--- src/jie_pkg.sv ---
// jie_pkg: constants and carrier types for the jump and increment executor
// assumes a 12-bit instruction word and an 8-bit data path
package jie_pkg;

	// ----------------------------------------------------------------
	// widths
	// ----------------------------------------------------------------
	localparam int JIE_IW      = 12;
	localparam int JIE_DW      = 8;
	localparam int JIE_AW      = 5;
	localparam int JIE_PCW     = 11;
	localparam int JIE_IMMW    = 9;

	// ----------------------------------------------------------------
	// opcode patterns and field positions
	// ----------------------------------------------------------------
	localparam logic [2:0] JIE_OP_JUMP      = 3'h5;  // 101k kkkk kkkk
	localparam logic [5:0] JIE_OP_INC       = 6'h0a; // 0010 10df ffff
	localparam logic [5:0] JIE_OP_INC_SKIP  = 6'h0f; // 0011 11df ffff
	localparam int         JIE_DEST_BIT     = 5;
	localparam int         JIE_ADDR_LSB     = 0;
	localparam int         JIE_PAGE_LSB     = 5;     // status bits 6:5

	// ----------------------------------------------------------------
	// reset values
	// ----------------------------------------------------------------
	localparam logic [JIE_DW-1:0]  JIE_DATA_RST = 8'h00;
	localparam logic [JIE_PCW-1:0] JIE_PC_RST   = 11'h000;
	localparam logic [JIE_AW-1:0]  JIE_ADDR_RST = 5'h00;

	// ----------------------------------------------------------------
	// types
	// ----------------------------------------------------------------
	typedef enum logic [0:0] {
		JIE_EXEC,
		JIE_FLUSH
	} jie_mode_e;

	typedef struct packed {
		logic              we;
		logic [JIE_AW-1:0] addr;
		logic [JIE_DW-1:0] data;
	} jie_file_wr_s;

	typedef struct packed {
		logic               load;
		logic [JIE_PCW-1:0] value;
	} jie_pc_s;

	typedef struct packed {
		logic              w_we;
		logic [JIE_DW-1:0] w_data;
		logic              z_we;
		logic              z_val;
	} jie_core_wr_s;

endpackage

--- src/jie_incr.sv ---
// jie_incr: eight-bit wrap-around incrementer with zero detect
// assumes a purely combinational use inside the executor
`timescale 1ns/1ps

module jie_incr
	import jie_pkg::*;
(
	// operand
	input  wire logic [JIE_DW-1:0] operand_in,
	// result
	output logic      [JIE_DW-1:0] sum_out,
	output logic                   zero_out
);

	// carry out of bit 7 is dropped on purpose
	assign sum_out  = JIE_DW'(operand_in + 8'h01);
	assign zero_out = (sum_out == JIE_DATA_RST);

endmodule

--- src/jie_exec.sv ---
// jie_exec: decode and execute of jump, increment, increment-skip
// assumes the file register read is combinational from the address,
// and that instructions arrive one per cycle from the fetch stage
// limitation: a registered file read would need a stall that this block
// does not have; the read must settle inside the issue cycle
// trade-off: the flush costs a cycle but keeps decode out of fetch
`timescale 1ns/1ps

module jie_exec
	import jie_pkg::*;
(
	// clock and control
	input  wire logic               clock_in,
	input  wire logic               rst_in,
	input  wire logic               ce_in,
	// instruction from fetch
	input  wire logic               instr_valid_in,
	input  wire logic [JIE_IW-1:0]  instr_in,
	// core state
	input  wire logic [JIE_DW-1:0]  status_in,
	// file register read port
	output logic      [JIE_AW-1:0]  file_raddr_out,
	input  wire logic [JIE_DW-1:0]  file_rdata_in,
	// file register write port
	output logic                    file_we_out,
	output logic      [JIE_AW-1:0]  file_waddr_out,
	output logic      [JIE_DW-1:0]  file_wdata_out,
	// accumulator and zero flag writes
	output logic                    w_we_out,
	output logic      [JIE_DW-1:0]  w_data_out,
	output logic                    z_we_out,
	output logic                    z_out,
	// program counter load
	output logic                    pc_load_out,
	output logic      [JIE_PCW-1:0] pc_value_out,
	// pipeline control
	output logic                    squash_out,
	output logic                    busy_out
);

	// ----------------------------------------------------------------
	// state
	// ----------------------------------------------------------------
	typedef struct packed {
		jie_mode_e    mode;
		jie_file_wr_s file_wr;
		jie_core_wr_s core_wr;
		jie_pc_s      pc;
	} jie_state_s;

	// strobes live in the state so every output except file_raddr_out comes from a flip-flop
	jie_state_s state_q;
	jie_state_s state_d;

	// ----------------------------------------------------------------
	// decode helpers
	// ----------------------------------------------------------------
	function automatic logic jie_is_jump(input logic [JIE_IW-1:0] w);
		jie_is_jump = (w[JIE_IW-1 -: 3] == JIE_OP_JUMP);
	endfunction

	function automatic logic jie_is_op6(input logic [JIE_IW-1:0] w,
	                                    input logic [5:0]        op);
		jie_is_op6 = (w[JIE_IW-1 -: 6] == op);
	endfunction

	// page bits sit above the immediate; old counter bits are never kept
	function automatic logic [JIE_PCW-1:0] jie_jump_target(
		input logic [JIE_IW-1:0] w,
		input logic [JIE_DW-1:0] st);
		jie_jump_target = {st[JIE_PAGE_LSB +: 2],
		                   w[JIE_IMMW-1:0]};
	endfunction

	// ----------------------------------------------------------------
	// datapath
	// ----------------------------------------------------------------
	logic [JIE_DW-1:0] inc_sum;
	logic              inc_zero;
	logic [JIE_AW-1:0] faddr;
	logic              dest_file;
	logic              take;
	logic              is_jump;
	logic              is_inc;
	logic              is_skip;

	assign faddr     = instr_in[JIE_ADDR_LSB +: JIE_AW];
	assign dest_file = instr_in[JIE_DEST_BIT];
	// a word arriving while the flush runs is the discarded one
	assign take      = ce_in && instr_valid_in
	                   && (state_q.mode == JIE_EXEC);

	// qualified by take, so an idle, frozen or dropped word decodes to none
	assign is_jump   = take && jie_is_jump(instr_in);
	assign is_inc    = take && jie_is_op6(instr_in, JIE_OP_INC);
	assign is_skip   = take && jie_is_op6(instr_in, JIE_OP_INC_SKIP);

	assign file_raddr_out = faddr;

	jie_incr u_incr (
		.operand_in (file_rdata_in),
		.sum_out    (inc_sum),
		.zero_out   (inc_zero)
	);

	// ----------------------------------------------------------------
	// next state
	// ----------------------------------------------------------------
	always_comb
	begin
		state_d = state_q;
		if (ce_in)
		begin
			// write strobes last one enabled cycle only; with the enable low they hold
			state_d.file_wr.we = 1'b0;
			state_d.core_wr.w_we = 1'b0;
			state_d.core_wr.z_we = 1'b0;
			state_d.pc.load = 1'b0;
			case (state_q.mode)
				JIE_EXEC:
				begin
					if (is_jump)
					begin
						state_d.pc.load  = 1'b1;
						state_d.pc.value =
							jie_jump_target(instr_in, status_in);
						// second cycle flushes the prefetch
						state_d.mode = JIE_FLUSH;
					end
					else if (is_inc || is_skip)
					begin
						if (dest_file)
						begin
							state_d.file_wr.we   = 1'b1;
							state_d.file_wr.addr = faddr;
							state_d.file_wr.data = inc_sum;
						end
						else
						begin
							state_d.core_wr.w_we   = 1'b1;
							state_d.core_wr.w_data = inc_sum;
						end
						if (is_inc)
						begin
							state_d.core_wr.z_we  = 1'b1;
							state_d.core_wr.z_val = inc_zero;
						end
						else if (inc_zero)
						begin
							// skip form never touches the flags
							state_d.mode = JIE_FLUSH;
						end
					end
				end
				JIE_FLUSH:
				begin
					// the prefetched word is dropped and acts as a nop
					// with the enable low the flush holds, so it cannot slip in
					state_d.mode = JIE_EXEC;
				end
				default:
				begin
					// an illegal mode falls back to execute
					state_d.mode = JIE_EXEC;
				end
			endcase
		end
	end

	// ----------------------------------------------------------------
	// registers
	// ----------------------------------------------------------------
	// reset is not gated by the enable: a core held in reset must leave
	// it idle whatever the enable does
	always_ff @(posedge clock_in)
	begin
		if (rst_in)
		begin
			state_q.mode           <= JIE_EXEC;
			state_q.file_wr.we     <= 1'b0;
			state_q.file_wr.addr   <= JIE_ADDR_RST;
			state_q.file_wr.data   <= JIE_DATA_RST;
			state_q.core_wr.w_we   <= 1'b0;
			state_q.core_wr.w_data <= JIE_DATA_RST;
			state_q.core_wr.z_we   <= 1'b0;
			state_q.core_wr.z_val  <= 1'b0;
			state_q.pc.load        <= 1'b0;
			state_q.pc.value       <= JIE_PC_RST;
		end
		else
		begin
			state_q <= state_d;
		end
	end

	// ----------------------------------------------------------------
	// outputs
	// ----------------------------------------------------------------
	assign file_we_out    = state_q.file_wr.we;
	assign file_waddr_out = state_q.file_wr.addr;
	assign file_wdata_out = state_q.file_wr.data;
	assign w_we_out       = state_q.core_wr.w_we;
	assign w_data_out     = state_q.core_wr.w_data;
	assign z_we_out       = state_q.core_wr.z_we;
	assign z_out          = state_q.core_wr.z_val;
	assign pc_load_out    = state_q.pc.load;
	assign pc_value_out   = state_q.pc.value;
	assign squash_out     = (state_q.mode == JIE_FLUSH);
	// busy mirrors squash so a fetch unit may stall on either
	assign busy_out       = (state_q.mode == JIE_FLUSH);

endmodule

--- config.mk ---
export PLATFORM = sky130hd
export DESIGN_NAME = jie_exec
export DESIGN_NICKNAME = d
export VERILOG_FILES = /design/src/jie_pkg.sv /design/src/jie_incr.sv /design/src/jie_exec.sv
export SDC_FILE = /design/constraint.sdc
export NUM_CORES = 1
export LEC_CHECK = 0
export ABC_AREA = 1
export BUFFER_PORTS_ARGS = -buffer_cell sky130_fd_sc_hd__buf_2
export CAP_MARGIN = 20
export CORE_UTILIZATION = 52
export CTS_BUF_LIST = sky130_fd_sc_hd__clkbuf_4 sky130_fd_sc_hd__clkbuf_8
export DETAILED_ROUTE_END_ITERATION = 7
export PLACE_DENSITY_LB_ADDON = 0.15
export SETUP_SLACK_MARGIN = 0.3
export SKIP_LAST_GASP = 1
export SLEW_MARGIN = 20
export SYNTH_ARGS = -nofsm -noshare
export SYNTH_HDL_FRONTEND = slang
export SYNTH_SLANG_ARGS = --single-unit
--- constraint.sdc ---
create_clock -name clock_in -period 1.8 [get_ports clock_in]
set_input_delay 0.18 -clock clock_in [delete_from_list [all_inputs] [get_ports clock_in]]
set_output_delay 0.18 -clock clock_in [all_outputs]
set_load 0.02 [all_outputs]
==> results.md <==
* Die area at 0.00343 mm2
* Via count at 1,670
* Status: complete, no violations
* Gr ovfl total at 0
* HPWL Detailed at 2.69 mm
* Avg Cell Area, Syn at 7.52 um2
* Fmax at 0.731 GHz
* CTS buffer count at 5
* Ant diodes at 0
* Initial DRC count at between 90 and 100
* Setup repair bufs after CTS at 0
* Synth Warn # at 0
* Critical path startpoint category: flip-flop
* Worst Clk Skew at 3.97 ps
* Initial antenna violation count at 0
* Syn_nets at 254
* # fillers at 298
* Final setup fails at 0
* Share of layout cells above drive strength 1 at 0.325
* Crit Path Category: reg2reg
* Library cells used by synthesis at 24
* Period utilisation layout at 0.760
* Clock buffer depth at 2
* Final WL at 3.81 mm
* Slew of the pin with the lowest slew margin at 466 ps
* Worst-path clk slew at 110 ps
* Final Max Tran Viols at 0
* Nets@finish at around 320
* DRC Markers at 0
* Post-CTS Resized at 0
* Area growth syn-to-layout at 25.2%
* Synthesized area at 0.00166 mm2
* Commonest cells after routing, fill and taps aside: buf_2, nor2_1, dfxtp_1, nand2_1, a21oi_1
* GRT Total Usage at 0.233
* Final GP Congestion at between 0.8 and 0.9
* Final Hold Slack at a little under 90 ps
* Post-route minimum period at 1370 ps
* Post-synthesis sequential area ratio at 0.457
* Yosys top cell area share at 0.457
* Fin. Hold Viols at 0
* CTS sink count at 38
* Worst slew margin at 0.689
* Critical path endpoint category: flip-flop
* Pwr Total at between 1.5 and 2 mW
* DRT Pass-1 Iters at 4
* Maximum vdd drop at 0.000458 V
* Vias in the first global route at 1,391
* Area contributors post-synth: dfxtp_1, a21oi_1, nor2_1, nand2_1, nand3_1
* Port Buffers at 69
* Post-synth top area cell: dfxtp_1
* Flops & latches, synth at 38
* CTS H-Tree Depth at 2
* Pwr Density at 741 mW/mm2
* Hold Crit Class: in2reg
* Antenna viol nets, final at 0
* Setup ws final at 433 ps
* CTS tree: yes
* DR WL/cell at 11.4 um
* Global-route wire length before repair at about 6.1 mm
* R2R setup slack at 430 ps
* Unrepaired setup endpoints after global routing: no
* Cells after Synth at 221
* Dpl ws at 316 ps
* Leak pwr at 1.04 nW
* Setup_tns at 0 ps
* Root Driver: clkbuf_4
* Commonest non-fill, non-tap cell in the layout: buf_2
* Worst Path Max Fanout at 14
* CP required at approximately 2000 ps
* Core ar. at 0.00305 mm2
* Starting Density at 0.545
* Number of max-cap violations at 0
* CTS Hold Buffers Added at 0
* Largest net degree at the start of global routing at 24
* Worst Path Arrival at between 1500 and 2000 ps
* Cell Rows at 20
* Die Ht at 58.6 um
* Worst-Skew Late Latency at 330 ps
* I/O pins at 76
* Via/cell ratio at 5.02
* Die Wd at 58.6 um
sequential cells by signal (all words and copies together), names as in the netlist:
name and flops:
pc_value_out 11, file_wdata_out 8, w_data_out 8, file_waddr_out 5, busy_out 1, file_we_out 1, pc_load_out 1, w_we_out 1
z_out 1, z_we_out 1
synth_stat cells, drive strengths merged:
library cell   n
nand4          3
o21bai         1
ha             1
nor3          10
nor2          41
buf           11
a21oi         30
inv           13
nand3b         1
clkinv         1
dfxtp         38
clkbuf         4
nand2         33
o21ai         18
nand3         16
final cells by class:
class,instances,area [um2],area share
clock buffers,8,78.8,0.0379
inverters,14,52.6,0.0252
multi-input cells,155,752,0.361
flip-flops and latches,38,761,0.365
well taps,44,55.1,0.0264
repair buffers,74,383,0.184
report_power, final:
| part | total (mW) | internal (mW) | switching, mW |
|---|---|---|---|
| registers | 0.852 | 0.848 | 0.00387 |
| logic | 0.162 | 0.0556 | 0.106 |
| clock network | 0.528 | 0.267 | 0.261 |
| total | 1.54 | 1.17 | 0.372 |
critical path, cell delays in order (launching register included):
cell and delay (ps):
dfxtp_1 350, nor2_2 170, nand3_1 210, nand2_4 180, nand2_4 130, o21ai_1 180, nor2_1 50
per-stage QoR:
step                 util  cell area [um2]  std cells
CTS                 0.675             2060        330
detailed placement  0.649             1980        322
global placement    0.649             1980        322
global route        0.682             2080        333
finish              0.682             2080        333
floorplan               -             1660        221
cell families (layout without fill, tap and decap cells):
group	after synthesis	count (layout)	share of synthesized area
and+or+nand+nor	104	105	0.290
AOI/OAI and AO/OA	49	49	0.151
DFF	38	38	0.457
buffers and inverters	29	96	0.0940
adders and majority gates	1	1	0.00752
layer usage:
metal	vias to the layer above	GRT usage	share of wire
met5	-	0	0
li1	861	-	-
met2	57	0.394	0.47
met3	5	0.0462	0.051
met4	0	0.0816	0.0095
met1	747	0.296	0.47
worst paths after layout:
| kind | startpoint | to | cells past startpoint |
|---|---|---|---|
| max reg2reg | busy_out | file_wdata_out[5] | 6 |
| min | status_in[6] | pc_value_out[10] | 3 |
| max | busy_out | file_wdata_out[5] | 6 |
| min reg2reg | w_data_out[4] | w_data_out[4] | 2 |
Note: power is estimated with default switching activity, not from simulation.
